`src/shared/clc_pkg.sv`:
```
/*
  clc_pkg: configuration layout, selector encodings and timing constants of
  the configurable logic cell.
  assumes: configuration words are loaded before reset release and stay put.
*/
`default_nettype none

package clc_pkg;

  // ************************************************************
  // sizes
  // ************************************************************
  localparam int CLC_FIRST_INPUTS  = 4;
  localparam int CLC_SECOND_INPUTS = 4;
  localparam int CLC_COMB_INPUTS   = 3;
  localparam int CLC_FIRST_ENTRIES = 16;
  localparam int CLC_COMB_ENTRIES  = 8;
  localparam int CLC_CTRL_INPUTS   = 4;
  localparam int CLC_ELEMENTS      = 2;
  localparam int CLC_SYNC_STAGES   = 3;

  // ************************************************************
  // combining-table input positions
  // ************************************************************
  localparam int CLC_COMB_BIT_ZERO = 0;
  localparam int CLC_COMB_BIT_ONE  = 1;
  localparam int CLC_COMB_BIT_TWO  = 2;

  // ************************************************************
  // storage data selector encodings
  // ************************************************************
  localparam logic [1:0] CLC_DSEL_FIRST  = 2'h0;
  localparam logic [1:0] CLC_DSEL_SECOND = 2'h1;
  localparam logic [1:0] CLC_DSEL_COMB   = 2'h2;
  localparam logic [1:0] CLC_DSEL_DIRECT = 2'h3;

  // ************************************************************
  // two-way selector encodings
  // ************************************************************
  localparam logic CLC_OSEL_OWN_TABLE = 1'h0;
  localparam logic CLC_OSEL_COMB      = 1'h1;
  localparam logic CLC_CSEL_TABLE     = 1'h0;
  localparam logic CLC_CSEL_CONTROL   = 1'h1;

  // ************************************************************
  // reset values and variant
  // ************************************************************
  localparam logic CLC_Q_RESET        = 1'h0;
  localparam logic CLC_LEVEL_RESET    = 1'h0;
  localparam logic CLC_INIT_RESET     = 1'h0;
  localparam logic CLC_INIT_SET       = 1'h1;
  // low-voltage variant: latch option honoured
  localparam logic CLC_LATCH_AVAILABLE = 1'h1;

  // ************************************************************
  // configuration types
  // ************************************************************
  typedef struct packed {
    logic [1:0] data_sel;
    logic       clock_invert;
    logic       init_set;
    logic       latch_mode;
  } clc_elem_cfg_t;

  typedef struct packed {
    logic [CLC_FIRST_ENTRIES-1:0] first_table_bits;
    logic [CLC_FIRST_ENTRIES-1:0] second_table_bits;
    logic [CLC_COMB_ENTRIES-1:0]  combining_table_bits;
    logic                         comb_zero_sel;
    logic                         comb_two_sel;
    logic                         out_first_sel;
    logic                         out_second_sel;
    logic [1:0]                   pick_enable;
    logic [1:0]                   pick_set_reset;
    logic [1:0]                   pick_direct;
    logic [1:0]                   pick_comb_one;
    logic                         enable_used;
    logic                         set_reset_used;
    clc_elem_cfg_t [CLC_ELEMENTS-1:0] elem;
  } clc_cfg_t;

  typedef struct packed {
    logic enable;
    logic set_reset;
    logic direct;
    logic comb_one;
  } clc_ctrl_t;

endpackage : clc_pkg

`default_nettype wire

```
`src/logic/clc_store.sv`:
```
/*
  clc_store: one storage element of the cell, edge register or latch.
  assumes: clock edges and levels arrive already synchronised and edge
  detected from the main cell on the same system clock.
*/
`default_nettype none

module clc_store
  import clc_pkg::*;
(
  input  wire logic          clock,
  input  wire logic          rst_n,
  input  wire clc_elem_cfg_t cfg,
  input  wire logic          d,
  input  wire logic          clk_level,
  input  wire logic          clk_rise,
  input  wire logic          clk_fall,
  input  wire logic          enable,
  input  wire logic          set_reset,
  input  wire logic          global_set_reset,
  input  wire logic          load,
  output logic               q
);

  typedef struct packed {
    logic q;
  } clc_store_state_t;

  clc_store_state_t state_r;
  clc_store_state_t state_nxt;
  logic             init_value;
  logic             eff_level;
  logic             eff_edge;
  logic             as_latch;

  // ************************************************************
  // next state
  // ************************************************************
  always_comb begin
    state_nxt  = state_r;
    init_value = cfg.init_set ? CLC_INIT_SET : CLC_INIT_RESET;
    eff_level  = clk_level ^ cfg.clock_invert;
    eff_edge   = cfg.clock_invert ? clk_fall : clk_rise;
    as_latch   = cfg.latch_mode & CLC_LATCH_AVAILABLE;
    if (load || global_set_reset) begin
      state_nxt.q = init_value;
    end else if (set_reset) begin
      // set/reset beats clock and enable
      state_nxt.q = init_value;
    end else if (as_latch) begin
      // open while the effective clock is low, closed while high
      if (!eff_level && enable) begin
        state_nxt.q = d;
      end
    end else if (eff_edge && enable) begin
      state_nxt.q = d;
    end
  end

  // ************************************************************
  // registers
  // ************************************************************
  always_ff @(posedge clock or negedge rst_n) begin
    if (!rst_n) begin
      state_r.q <= CLC_Q_RESET;
    end else begin
      state_r <= state_nxt;
    end
  end

  assign q = state_r.q;

endmodule : clc_store

`default_nettype wire

```
`src/logic/clc_cell.sv`:
```
/*
  clc_cell: configurable logic cell with two four-input tables, a
  three-input combining table, output selectors and two storage elements.
  assumes: configuration is static after reset release; table and control
  inputs come from logic on the same clock; cell_clock comes from elsewhere
  and is synchronised here.
  the unused enable and set/reset defaults reach the storage elements only;
  the combining table always sees the picked control lines.
*/
`default_nettype none

module clc_cell
  import clc_pkg::*;
(
  input  wire logic                         clock,
  input  wire logic                         rst_n,
  input  wire clc_cfg_t                     cfg,
  input  wire logic [CLC_FIRST_INPUTS-1:0]  first_table_inputs,
  input  wire logic [CLC_SECOND_INPUTS-1:0] second_table_inputs,
  input  wire logic [CLC_CTRL_INPUTS-1:0]   general_control_inputs,
  input  wire logic                         cell_clock,
  input  wire logic                         global_set_reset,
  output logic                              out_first,
  output logic                              out_second,
  output logic [CLC_ELEMENTS-1:0]           stored
);

  // ************************************************************
  // helpers
  // ************************************************************
  // table read; the contents are configuration, never written here
  function automatic logic lut_read(
    input logic [CLC_FIRST_ENTRIES-1:0] bits,
    input logic [3:0]                   addr
  );
    lut_read = bits[addr];
  endfunction : lut_read

  function automatic logic ctl_pick(
    input logic [CLC_CTRL_INPUTS-1:0] ins,
    input logic [1:0]                 sel
  );
    ctl_pick = ins[sel];
  endfunction : ctl_pick

  function automatic logic comb_read(
    input logic [CLC_COMB_ENTRIES-1:0] bits,
    input logic [CLC_COMB_INPUTS-1:0]  addr
  );
    comb_read = bits[addr];
  endfunction : comb_read

  // combining inputs zero and two: table output or control line
  function automatic logic comb_in_pick(
    input logic sel,
    input logic table_out,
    input logic control
  );
    if (sel == CLC_CSEL_CONTROL) begin
      comb_in_pick = control;
    end else begin
      comb_in_pick = table_out;
    end
  endfunction : comb_in_pick

  // a registered output shows its own table or the combining table
  function automatic logic out_pick(
    input logic sel,
    input logic own_out,
    input logic comb
  );
    if (sel == CLC_OSEL_COMB) begin
      out_pick = comb;
    end else begin
      out_pick = own_out;
    end
  endfunction : out_pick

  // a settled level that differs from the held one is an edge
  function automatic logic level_edge(
    input logic agree,
    input logic now_level,
    input logic was_level,
    input logic to_high
  );
    level_edge = agree && (now_level != was_level) && (now_level == to_high);
  endfunction : level_edge

  function automatic logic data_pick(
    input logic [1:0] sel,
    input logic       f,
    input logic       g,
    input logic       h,
    input logic       dir
  );
    case (sel)
      CLC_DSEL_FIRST:  data_pick = f;
      CLC_DSEL_SECOND: data_pick = g;
      CLC_DSEL_COMB:   data_pick = h;
      default:         data_pick = dir;
    endcase
  endfunction : data_pick

  // ************************************************************
  // state
  // ************************************************************
  typedef struct packed {
    logic [CLC_SYNC_STAGES-1:0] clk_sync;
    logic                       clk_level;
    logic                       loaded;
    logic                       out_first;
    logic                       out_second;
  } clc_cell_state_t;

  clc_cell_state_t               state_r;
  clc_cell_state_t               state_nxt;
  clc_ctrl_t                     ctrl;
  logic                          first_out;
  logic                          second_out;
  logic                          comb_out;
  logic [CLC_COMB_INPUTS-1:0]    comb_addr;
  logic                          clk_agree;
  logic                          clk_rise;
  logic                          clk_fall;
  logic [CLC_ELEMENTS-1:0]       elem_d;
  logic                          elem_enable;
  logic                          elem_set_reset;
  logic [CLC_SYNC_STAGES-1:0]    sync_shift;

  // ************************************************************
  // control pickers
  // ************************************************************
  // no inversion option exists for enable or set/reset
  always_comb begin
    ctrl.enable    = ctl_pick(general_control_inputs, cfg.pick_enable);
    ctrl.set_reset = ctl_pick(general_control_inputs, cfg.pick_set_reset);
    ctrl.direct    = ctl_pick(general_control_inputs, cfg.pick_direct);
    ctrl.comb_one  = ctl_pick(general_control_inputs, cfg.pick_comb_one);
  end

  // ************************************************************
  // element controls
  // ************************************************************
  // gating here, not in the pickers, keeps the picked set/reset usable
  // as combining input zero while the elements ignore it
  always_comb begin
    elem_enable    = ctrl.enable;
    elem_set_reset = ctrl.set_reset;
    if (!cfg.enable_used) begin
      elem_enable = 1'h1;
    end
    if (!cfg.set_reset_used) begin
      elem_set_reset = 1'h0;
    end
  end

  // ************************************************************
  // function tables
  // ************************************************************
  always_comb begin
    first_out  = lut_read(cfg.first_table_bits, first_table_inputs);
    second_out = lut_read(cfg.second_table_bits,
                          second_table_inputs);
    comb_addr[CLC_COMB_BIT_ZERO] = comb_in_pick(cfg.comb_zero_sel, first_out,
                                                ctrl.set_reset);
    comb_addr[CLC_COMB_BIT_ONE]  = ctrl.comb_one;
    comb_addr[CLC_COMB_BIT_TWO]  = comb_in_pick(cfg.comb_two_sel, second_out,
                                                ctrl.direct);
    // feeding both table outputs in gives five-input and wider functions
    comb_out = comb_read(cfg.combining_table_bits,
                         comb_addr);
  end

  // ************************************************************
  // cell clock synchroniser and edge detect
  // ************************************************************
  // the first stage feeds only the second; the level moves once the
  // second and third stages agree
  assign sync_shift[0] = cell_clock;
  generate
    for (genvar s = 1; s < CLC_SYNC_STAGES; s++) begin : g_sync
      assign sync_shift[s] = state_r.clk_sync[s-1];
    end
  endgenerate

  assign clk_agree = state_r.clk_sync[1] == state_r.clk_sync[2];
  assign clk_rise  = level_edge(clk_agree, state_r.clk_sync[1],
                                state_r.clk_level, 1'h1);
  assign clk_fall  = level_edge(clk_agree, state_r.clk_sync[1],
                                state_r.clk_level, 1'h0);

  // ************************************************************
  // next state
  // ************************************************************
  always_comb begin
    state_nxt = state_r;
    state_nxt.clk_sync = sync_shift;
    if (clk_agree) begin
      state_nxt.clk_level = state_r.clk_sync[1];
    end
    state_nxt.loaded = 1'h1;
    // outputs are registered: a third function leaves via either output selector or via storage
    state_nxt.out_first  = out_pick(cfg.out_first_sel, first_out,
                                    comb_out);
    state_nxt.out_second = out_pick(cfg.out_second_sel, second_out,
                                    comb_out);
  end

  always_ff @(posedge clock or negedge rst_n) begin
    if (!rst_n) begin
      state_r.clk_sync   <= '0;
      state_r.clk_level  <= CLC_LEVEL_RESET;
      state_r.loaded     <= 1'h0;
      state_r.out_first  <= 1'h0;
      state_r.out_second <= 1'h0;
    end else begin
      state_r <= state_nxt;
    end
  end

  // ************************************************************
  // storage elements
  // ************************************************************
  // both share clock, enable and set/reset; each has its own options
  generate
    for (genvar e = 0; e < CLC_ELEMENTS; e++) begin : g_elem
      assign elem_d[e] = data_pick(cfg.elem[e].data_sel, first_out,
                                   second_out, comb_out,
                                   ctrl.direct);
      clc_store u_store (
        .clock            (clock),
        .rst_n            (rst_n),
        .cfg              (cfg.elem[e]),
        .d                (elem_d[e]),
        .clk_level        (state_nxt.clk_level),
        .clk_rise         (clk_rise),
        .clk_fall         (clk_fall),
        .enable           (elem_enable),
        .set_reset        (elem_set_reset),
        .global_set_reset (global_set_reset),
        .load             (~state_r.loaded),
        .q                (stored[e])
      );
    end
  endgenerate

  assign out_first  = state_r.out_first;
  assign out_second = state_r.out_second;

endmodule : clc_cell

`default_nettype wire

```
`config.mk`:
```
export PLATFORM = sky130hd
export DESIGN_NAME = clc_cell
export DESIGN_NICKNAME = d
export VERILOG_FILES = /design/src/shared/clc_pkg.sv /design/src/logic/clc_store.sv /design/src/logic/clc_cell.sv
export SDC_FILE = /design/constraint.sdc
export NUM_CORES = 1
export LEC_CHECK = 0
export BUFFER_PORTS_ARGS = -buffer_cell sky130_fd_sc_hd__buf_2
export CAP_MARGIN = 10
export CORE_MARGIN = 4
export CORE_UTILIZATION = 35
export DETAILED_ROUTE_END_ITERATION = 16
export PLACE_DENSITY = 0.76
export SLEW_MARGIN = 5
export SYNTH_ARGS = -nofsm -noshare
export SYNTH_HDL_FRONTEND = slang
export SYNTH_HIERARCHICAL = 1
export SYNTH_SLANG_ARGS = --single-unit
```
`constraint.sdc`:
```
create_clock -name clock -period 1.38 [get_ports clock]
set_input_delay 0.069 -clock clock [delete_from_list [all_inputs] [get_ports clock]]
set_output_delay 0.069 -clock clock [all_outputs]
set_load 0.02 [all_outputs]
```
# --- Word-level counts from Yosys, hierarchy flattened ---
# Cells that the tools add are included.
totals:
  out_inout_bits: 4
  in_bits: 80
  word_cells: 79
  register_bits: 9
classes:
  n_mux: 37
  n_bitwise: 4
  eq_ne: 8
  n_lt_le_gt_ge: 7
  reduce_logical: 16
op_table:
  columns: ["operator", "n"]
  rows:
  - ["$mux 1", 28]
  - ["$lt 2x3->1 const B", 4]
  - ["$lt 4x5->1 const B", 2]
  - ["$bmux 1 s2", 4]
  - ["$bmux 1 s4", 2]
  - ["$ne 4x1->1 const B", 2]
  - ["$reduce_bool 4->1", 2]
  - ["$logic_and 1x1->1", 7]
  - ["$pmux 1 s3", 2]
  - ["$eq 2x1->1 const B", 2]
  - ["$eq 2x2->1 const B", 2]
  - ["$logic_not 2->1", 2]
  - ["$lt 3x4->1 const B", 1]
  - ["$reduce_and 2->1", 2]
  - ["$bmux 1 s3", 1]
  - ["$logic_not 1->1", 2]
  - ["$not 1->1", 2]
  - ["$xor 1x1->1", 2]
  - ["$eq 1x1->1", 1]
  - ["$logic_or 1x1->1", 1]
  - ["$ne 1x1->1", 1]

# --- Longest topological paths before layout ---
# Gate-level depths: netlist of the first run.
logic_depth:
  ltp_word: 10
  depth_mapped: 10
  mapped_depth_nobuf: 9

# --- Cells and area by module ---
# The synthesis of the first run kept the hierarchy.
by_module_without_submodules:
  columns: ["mod", "cells_per_inst", "seq_area_each_um2", "area_each_um2", "n_inst"]
  rows:
  - ["clc_cell", 76, 175.2, 864.6, 1]
  - ["clc_store", 10, 25.0, 83.8, 2]

# --- Least setup slack after synthesis of the first run ---
# Ideal clock, no wire load.
synth_path:
  path_type: "input to register"
  startpoint: "input first_table_inputs[2]"
  endpoint: "register g_elem[0].u_store/q (netlist name)"
  required_ns: 1.249
  cell_stages: 10
  setup_ns: 0.131
  arrival_ns: 2.295
  path_buffers: 1
  setup_slack_ns: -1.047
  path_cell_list: "buf_6 > mux2i_1 > mux4_2 > a22o_1 > a221o_1 > o32ai_1 > o31ai_1 > mux4_2 > mux2i_1 > a21oi_1"
synth_via:
  elab_chain_len: 10
  word_cells_on_any_way: 11
  cone_classes: "mux (11)"
synth_rtl:
  columns: ["item", "line", "text"]
  rows:
  - ["from (decl)", "clc_cell.sv:18", "input wire logic [CLC_FIRST_INPUTS-1:0] first_table_inputs,"]
  - ["$bmux 1 s4 *", "clc_cell.sv:36", "lut_read = bits[addr];"]
  - ["$mux 1 (implied by the code) *", "clc_cell.sv:36", null]
  - ["$mux 1", "clc_cell.sv:59", "if (sel == CLC_CSEL_CONTROL) begin"]
  - ["$bmux 1 s3", "clc_cell.sv:50", "comb_read = bits[addr];"]
  - ["$mux 1 (implied by the code)", "clc_cell.sv:50", null]
  - ["$pmux 1 s3 *", "clc_cell.sv:96", "case (sel)"]
  - ["via elem_d[0]", "clc_cell.sv:125", "logic [CLC_ELEMENTS-1:0] elem_d;"]
  - ["$mux 1, on equally long branches", "clc_store.sv:55, clc_store.sv:52", null]
  - ["$mux 1 *", "clc_store.sv:50", "end else if (as_latch) begin"]
  - ["$mux 1 *", "clc_store.sv:47", "end else if (set_reset) begin"]
  - ["$mux 1 *", "clc_store.sv:45", "if (load || global_set_reset) begin"]
# Mark *: on every way through the listed nets, which the timed path passes. The rest lies on a longest branch. The select of a mux whose other input is x is not followed.
# A chain may end at the register's enable or synchronous reset.

# --- Worst setup path after layout of the first run ---
layout_path:
  startpoint: "input first_table_inputs[2]"
  endpoint: "register g_elem[0].u_store/q (netlist name)"
layout_via:
  elab_chain_len: 10
  word_cells_on_any_way: 11
  cone_classes: "mux (11)"
layout_rtl:
  columns: ["item", "line"]
  rows:
  - ["$bmux 1 s4 *", "clc_cell.sv:36"]
  - ["$mux 1 (implied by the code) *", "clc_cell.sv:36"]
  - ["$mux 1", "clc_cell.sv:59"]
  - ["$bmux 1 s3", "clc_cell.sv:50"]
  - ["$mux 1 (implied by the code)", "clc_cell.sv:50"]
  - ["$pmux 1 s3 *", "clc_cell.sv:96"]
  - ["via elem_d[0]", "clc_cell.sv:125"]
  - ["$mux 1, on equally long branches", "clc_store.sv:55, clc_store.sv:52"]
  - ["$mux 1 *", "clc_store.sv:50"]
  - ["$mux 1 *", "clc_store.sv:47"]
  - ["$mux 1 *", "clc_store.sv:45"]
# Marks and branches as above.

==> flow_metrics.tcl, run 1 <==
set metrics [dict create \
    area_growth_syn_to_layout_pct 73.3 \
    die-area_um2 3880 \
    status "finished with violations" \
    hold_viol 0 \
    grt_max_degree 10 \
    grt_use_total 0.179 \
    required_ns 1.51 \
    grt_pass1_wl_um 5810 \
    yosys-top-cells-area "mux4_2 (26%), dfrtp_1 (22%), mux2i_1 (16%)" \
    setup_viol 4 \
    skew_ns 0.00217 \
    cts_buffers 3 \
    chipWidth_um 62.3 \
    cts.path.max_buffers 2 \
    synth.largest_area_cell "mux4_2" \
    ant_nets 0 \
    io_buffers 83 \
    ys_types 30 \
    num_rows 19 \
    post_drt_via_cell_ratio 5.28 \
    fmax_mhz 431 \
    die_h_um 62.3 \
    drtIter0Drc 33 \
    critical_path.cell_chain "buf_12 -> mux2i_1 -> mux4_2 -> a22o_1 -> a221o_1 -> a21oi_2 -> o31ai_2 -> mux4_2 -> mux2i_1 -> a21oi_1" \
    drive_above_1_share 0.643 \
    synth_cells 96 \
    worstPathMaxFanout 8 \
    post-route-min-period_ns 2.32 \
    drc_errors 0 \
    drtPass1Iterations 4 \
    multi_input_comb_area_um2 833 \
    synth-compound-area-share 0.144 \
    wl_per_cell_um 14.7 \
    netlist.area_leader.share 0.262 \
    clk_pin_slew_ns 0.06 \
    synth.area.mux_share 0.450 \
    syn-cell-area_um2 1030 \
    initial_core_util 0.371 \
    grt_overflow_total 0 \
    critPathArrivalTime_ns 2.45 \
    clock_latency_ns 0.26 \
    synthAdderAreaFrac 0.00970 \
    synth-xor-area-share 0.0170 \
    worstSetupPathType "in -> reg" \
    rsz0062_at_grt "yes" \
    cts_tree "built" \
    end_kind "flop" \
    grt_antenna_before_repair 0 \
    fin_nets 291 \
    ys.warnings.count 6 \
    fin_ws_ns -0.942 \
    synthSimpleGateAreaFrac 0.136 \
    critPathTopFamily "multiplexers" \
    post-route-util 0.643 \
    coreArea_um2 2780 \
    hpwl_um 3120 \
    max-cap-violations 0 \
    place_ws_ns -1.35 \
    finalCritPeriodShare 1.68 \
    avgSynthCellArea_um2 10.8 \
    p_total_w 0.00113 \
    violations "negative setup slack" \
    wirelength_um 3530 \
    root_buffer "clkbuf_4" \
    yosysSeqAreaShare 0.218 \
    leakagePower_nw 0.895 \
    ys_ff_latch 9 \
    fill_cells 218 \
    htreeDepth 1 \
    grt_pass1_vias 1419 \
    clock_sinks 9 \
    slowest_stage "mux4_2" \
    diodes 0 \
    syn-num-nets 176 \
    path_buf_inv 1 \
    postCtsSetupRepairBufs 0 \
    vias 1272 \
    holdCritPathClass "in -> reg" \
    powerDensity_nw_per_um2 629 \
    place.gp.congestion 0.849 \
    crit_path_max_incr_delay_ns 0.50 \
    worstSetupStartpointType "input port" \
    synth_top_family_by_area "multiplexers" \
    vdd_drop_max_mv 0.510 \
    io_pins 84 \
    regArea_um2 225 \
    drv_slew 0 \
]
## logic make-up after synthesis
group                      count (synthesis)
AOI/OAI and AO/OA                         20
xor gates and xnor gates                   2
adders and majority gates                  1
buffers and inverters                      4
DFF                                        9
muxes                                     31
other                                      1
and+or+nand+nor                           28
## layer usage
layer | vias up | share of wire | track usage
met2 | 60 | 0.54 | 0.339
met3 | 6 | 0.096 | 0.0468
met1 | 590 | 0.35 | 0.178
met5 | - | 0 | 0
met4 | 0 | 0.017 | 0.0796
li1 | 616 | - | -
## tightest hold or removal path, stage by stage
cell	delay, ns
buf_2	0.07
nor2_1	0.04
a21oi_1	0.11
## sequential cells by signal (all words and copies together) (netlist names)
signal and count:
state_r 3, g_elem.u_store/q 2, state_nxt 2, out_first 1, out_second 1
## cell usage after synthesis, drive strengths merged
| cell type | instances |
|---|---|
| o32ai | 1 |
| nor3 | 3 |
| a221o | 2 |
| o31a | 1 |
| nand2 | 6 |
| nand2b | 3 |
| o2111ai | 1 |
| buf | 2 |
| a22o | 1 |
| a21oi | 5 |
| o31ai | 1 |
| o22ai | 2 |
| conb | 1 |
| a31oi | 1 |
| dfrtp | 9 |
| mux4 | 12 |
| nor3b | 1 |
| nor2 | 8 |
| xor2 | 2 |
| a32oi | 3 |
| nor2b | 3 |
| o21a | 1 |
| maj3 | 1 |
| mux2i | 16 |
| inv | 2 |
| a311oi | 1 |
| mux2 | 3 |
| nand4b | 1 |
| and2 | 3 |
## worst paths after layout
path | from | end | slack (ns) | cells after the start
worst min register to register | state_nxt[5] | state_nxt[6] | 0.36 | 0
worst min-delay path | cfg[6] | g_elem[1].u_store/q | 0.08 | 3
min in group asynchronous | rst_n | g_elem[1].u_store/q | 0.18 | 2
worst max register to register | state_r[3] | g_elem[0].u_store/q | -0.19 | 5
max in group asynchronous | rst_n | state_r[3] | 1.02 | 2
worst max-delay path | first_table_inputs[2] | g_elem[0].u_store/q | -0.94 | 10
## power by group
| group | internal [W] | total [W] | switching [W] |
|---|---|---|---|
| Clock | 0.000111 | 0.000200 | 0.0000888 |
| Sequential | 0.000290 | 0.000300 | 0.0000107 |
| Combinational | 0.000357 | 0.000625 | 0.000267 |
| Total | 0.000758 | 0.00113 | 0.000367 |
## metrics by stage
stage / setup TNS (ns) / std cells / hold WS [ns] / area (µm²)
floorplan: -2.93 / 96 / -0.227 / 1050
global placement: -3.55 / 233 / -0.0814 / 1670
detailed placement: -4.28 / 233 / -0.0682 / 1670
CTS: -2.57 / 240 / 0.0000694 / 1780
global route: -2.82 / 241 / 0.0817 / 1790
finish: -2.66 / 241 / 0.0808 / 1790
## layout by cell type, fill, tap and decap left out, types with 2 or more instances in the layout
cell and instances:
buf_2 82, buf_4 25, mux2i_1 15, mux4_2 12, dfrtp_1 9, nor2_1 8, nand2_1 6, dlygate4sd3_1 4
mux2_2 3, a21oi_2 3, and2_1 3, nor3_1 3, nand2b_1 3, clkbuf_4 3, nor2b_1 2, a221o_1 2
inv_1 2, a32oi_1 2, xor2_1 2, o22ai_1 2, a21oi_1 2
## cell type report
| cell class | count | area share |
|---|---|---|
| multi-input combinational | 83 | 0.466 |
| tap | 31 | 0.0217 |
| inverter | 2 | 0.00420 |
| timing repair buffer | 112 | 0.368 |
| clock buffer | 4 | 0.0147 |
| sequential | 9 | 0.126 |
## what timing repair did
item                                    4_1_cts  5_1_grt
gates resized for setup                      11        1
endpoints found under the setup margin        4        4
pin swaps                                     4        2
hold endpoints to repair                     11        1
hold buffers                                  3        1
(Power assumes the default switching activity.)
==> run 2, diff against run 1 <==
- CELL_PAD_IN_SITES_DETAIL_PLACEMENT: unset -> 1
- CELL_PAD_IN_SITES_GLOBAL_PLACEMENT: unset -> 2
- CORE_UTILIZATION: 35 -> 19
- PLACE_DENSITY: 0.76 -> unset
- PLACE_DENSITY_LB_ADDON: unset -> 0.1
==> flow_metrics.tcl, run 2 (synthesized netlist as in run 1, its figures left out) <==
set metrics [dict create \
    grt_use_total 0.129 \
    status "finished with violations" \
    post-route-util 0.354 \
    critPathTopFamily "multiplexers" \
    hold_viol 0 \
    clk_pin_slew_ns 0.04 \
    htreeDepth 1 \
    rr_worst_depth 5 \
    cts.path.max_buffers 2 \
    wirelength_um 4100 \
    ant_nets 0 \
    clock_sinks 9 \
    io_buffers 83 \
    area_growth_syn_to_layout_pct 77.5 \
    path_buf_inv 1 \
    r2r_slack_ns -0.19 \
    fin_nets 289 \
    wl_met1_um 1530 \
    layout_common_cells "buf_2 (82), buf_4 (25), mux2i_1 (15)" \
    chipWidth_um 81.7 \
    dr.max_layer_used "met3" \
    hp-start "cfg[20]" \
    post_drt_via_cell_ratio 4.56 \
    drtPass1Iterations 5 \
    powerDensity_nw_per_um2 672 \
    drc_errors 0 \
    slowest_stage "mux4_2" \
    coreArea_um2 5170 \
    cts_tree "built" \
    final_cell_area_um2 1830 \
    clock_latency_ns 0.23 \
    die_h_um 81.7 \
    place_area_um2 1710 \
    leakagePower_nw 0.890 \
    drtIter0Drc 31 \
    route.met3.wl_um 444 \
    crit_path_max_incr_delay_ns 0.53 \
    largest_register_ffs 3 \
    whs_path_depth 2 \
    skew_ns 0.00407 \
    root_buffer "clkbuf_8" \
    rsz0062_at_grt "yes" \
    grt_pass1_vias 1453 \
    r2r-end "g_elem[0].u_store/q" \
    critPathArrivalTime_ns 2.42 \
    vdd_drop_max_mv 0.213 \
    io_pins 84 \
    initial_core_util 0.200 \
    grt_max_degree 10 \
    max-cap-violations 0 \
    grt_antenna_before_repair 0 \
    num_rows 26 \
    violations "negative setup slack" \
    critical_path.cell_chain "buf_12 -> mux2i_1 -> mux4_2 -> a22o_1 -> a221o_1 -> a21oi_2 -> o31ai_2 -> mux4_2 -> mux2i_1 -> a21oi_1" \
    layout_commonest_cell "buf_2" \
    place.gp.congestion 0.780 \
    holdPathEnd "out_second" \
    required_ns 1.48 \
    drv_slew 0 \
    largest_register "state_r" \
    grt_pass1_wl_um 6690 \
    worstSetupStartpointType "input port" \
    worstSetupPathType "in -> reg" \
    drive_above_1_share 0.649 \
    fmax_mhz 432 \
    hpwl_um 3860 \
    fin_ws_ns -0.936 \
    vias 1269 \
    hold_ws_ns 0.0346 \
    post-route-min-period_ns 2.32 \
    route.met2.wl_um 2120 \
    grt_overflow_total 0 \
    die-area_um2 6680 \
    r2r_start "state_nxt[6]" \
    worstPathMaxFanout 8 \
    setup_viol 4 \
    end_kind "flop" \
    finalCritPeriodShare 1.68 \
    cts_buffers 3 \
    holdCritPathClass "in -> reg" \
    diodes 0 \
    wl_per_cell_um 14.7 \
]
## run 2: layout make-up
type / count / area [µm²]
Timing Repair Buffer: 110 / 638
Fill cell: 641 / 3340
Inverter: 2 / 7.51
Multi-Input combinational cell: 83 / 828
Sequential cell: 9 / 225
Tap cell: 70 / 87.6
Clock buffer: 4 / 45.0
## run 2: timing repair
item	4_1_cts	5_1_grt
hold buffers	2	0
hold endpoints to repair	10	0
resized for setup	9	2
buffers inserted	4	0
pin swaps	9	9
setup endpoints to repair	4	4
## run 2: power breakdown
group          switching (W)  internal [W]  leakage (nW)
clock              0.0000938      0.000200        0.0228
sequential        0.00000960      0.000291         0.104
combinational       0.000276      0.000361         0.763
## run 2: per-layer routing
layer | up-vias | global-route usage
met2 | 56 | 0.240
met3 | 0 | 0.0461
met1 | 599 | 0.144
met5 | - | 0
li1 | 614 | -
met4 | 0 | 0.0150
## run 2: how the worst max path moves through the flow
stage,start,endpoint,depth (start not counted)
5_1_grt,first_table_inputs[2],g_elem[1].u_store/q,10
4_1_cts,first_table_inputs[2],g_elem[1].u_store/q,10
3_3_place_gp,first_table_inputs[2],g_elem[0].u_store/q,10
6_report,first_table_inputs[2],g_elem[0].u_store/q,10
3_5_place_dp,first_table_inputs[2],g_elem[1].u_store/q,10
2_1_floorplan,first_table_inputs[2],g_elem[0].u_store/q,10
## run 2: per-stage QoR
step	total power (W)	setup slack [ns]	setup TNS [ns]	cells
after floorplan	0.000599	-0.996	-2.93	96
after global placement	0.000889	-1.20	-3.98	271
after detailed placement	0.000909	-1.32	-4.40	271
after CTS	0.00125	-1.02	-3.28	278
after global routing	0.00133	-1.08	-3.40	278
final	0.00123	-0.936	-2.98	278
==> run 3, diff against run 2 <==
- GPL_TIMING_DRIVEN: unset -> 0
==> flow_metrics.tcl, run 3 (synthesized netlist as in run 1, its figures left out) <==
set metrics [dict create \
    status "finished with violations" \
    violations "negative setup slack" \
    final_cells 254 \
    cp.depth 10 \
    largest_register "state_r" \
    wl_met1_um 1530 \
    chipWidth_um 81.7 \
    area_growth_syn_to_layout_pct 57.2 \
    whs_path_depth 2 \
    io_pins 84 \
    setup_viol 4 \
    drv_slew 0 \
    hold_ws_ns 0.0294 \
    skew_ns 0.000301 \
    ant_nets 0 \
    place.gp.congestion 0.732 \
    cts_tree "built" \
    required_ns 1.48 \
    vias 1150 \
    vdd_drop_max_mv 0.305 \
    fmax_mhz 426 \
    io_buffers 81 \
    wl_per_cell_um 14.9 \
    worstSetupPathType "in -> reg" \
    max-cap-violations 0 \
    grt_max_degree 11 \
    cts.path.max_buffers 2 \
    grt_overflow_total 0 \
    diodes 0 \
    layout_common_cells "buf_2 (81), mux2i_1 (16), mux4_2 (12)" \
    powerDensity_nw_per_um2 688 \
    worstSetupStartpointType "input port" \
    wirelength_um 3790 \
    htreeDepth 1 \
    initial_core_util 0.200 \
    largest_register_ffs 3 \
    clk_pin_slew_ns 0.04 \
    layout_commonest_cell "buf_2" \
    worstPathMaxFanout 8 \
    drtIter0Drc 34 \
    hpwl_um 3520 \
    num_rows 26 \
    critPathArrivalTime_ns 2.45 \
    fin_ws_ns -0.967 \
    clock_latency_ns 0.23 \
    grt_antenna_before_repair 0 \
    fill_cells 615 \
    slowest_stage "mux4_2" \
    rsz0062_at_grt "yes" \
    root_buffer "clkbuf_8" \
    drtPass1Iterations 3 \
    post-place-cells 247 \
    clock_sinks 9 \
    end_kind "flop" \
    dr.max_layer_used "met3" \
    post_drt_via_cell_ratio 4.53 \
    route.met3.wl_um 388 \
    leakagePower_nw 0.768 \
    path_buf_inv 1 \
    hold_viol 0 \
    holdCritPathClass "in -> reg" \
    post-route-min-period_ns 2.35 \
    finalCritPeriodShare 1.70 \
    place_ws_ns -1.22 \
    rr_worst_depth 5 \
    grt_pass1_vias 1304 \
    drc_errors 0 \
    cts_buffers 3 \
    fin_nets 265 \
    grt_pass1_wl_um 6030 \
    grt_use_total 0.117 \
    drive_above_1_share 0.565 \
    coreArea_um2 5170 \
    die_h_um 81.7 \
    critPathTopFamily "multiplexers" \
    route.met2.wl_um 1870 \
    die-area_um2 6680 \
    critical_path.cell_chain "buf_12 -> mux2i_1 -> mux4_2 -> a22o_1 -> a221o_1 -> a21oi_2 -> o31ai_2 -> mux4_2 -> mux2i_1 -> a21oi_1" \
    crit_path_max_incr_delay_ns 0.53 \
]
[run 3: timing repair]
action	4_1_cts	5_1_grt
setup buffers	0	1
hold buffers	2	0
gates resized for setup	0	1
pin swaps	1	1
endpoints found under the hold margin	10	0
endpoints found under the setup margin	4	4
[run 3: path summary, 6_finish.rpt]
path | slack (ns) | endpoint | startpoint
setup / recovery | -0.97 | g_elem[1].u_store/q | first_table_inputs[2]
hold / removal | 0.03 | out_second | cfg[20]
setup reg to reg | -0.16 | g_elem[1].u_store/q | state_nxt[6]
hold reg to reg | 0.36 | state_nxt[6] | state_nxt[5]
max in group asynchronous | 0.97 | out_first | rst_n
min in group asynchronous | 0.23 | state_nxt[6] | rst_n
[run 3: report_power, final]
group          internal, W  switching [W]  total [W]
clock             0.000201      0.0000992   0.000300
combinational     0.000279       0.000236   0.000515
sequential        0.000291      0.0000106   0.000301
[run 3: metrics by stage]
step | total power (W) | setup TNS [ns] | instance area [µm²] | utilization
CTS | 0.00113 | -2.98 | 1610 | 0.311
finish | 0.00112 | -3.11 | 1620 | 0.314
global placement | 0.000799 | -3.80 | 1550 | 0.299
floorplan | 0.000599 | -2.93 | 1050 | -
global route | 0.00120 | -3.54 | 1620 | 0.314
detailed placement | 0.000813 | -3.95 | 1550 | 0.299
[run 3: cell type report]
type	instances	area [µm²]	share of cell area
Clock buffer	4	45.0	0.0278
Timing Repair Buffer	84	433	0.267
Tap cell	70	87.6	0.0540
Inverter	2	7.51	0.00463
Multi-Input combinational cell	83	801	0.493
Buffer	2	23.8	0.0146
Sequential cell	9	225	0.139
[run 3: worst register-to-register path: stages (launching register included)]
cell     delay [ns]
dfrtp_1        0.40
maj3_1         0.40
xor2_1         0.16
o22ai_1        0.16
mux2i_1        0.21
a21oi_1        0.08
[run 3: per-layer routing]
metal  track usage  up-vias
met5             0        -
li1              -      566
met2         0.209       56
met4        0.0150        0
met1         0.132      528
met3        0.0526        0
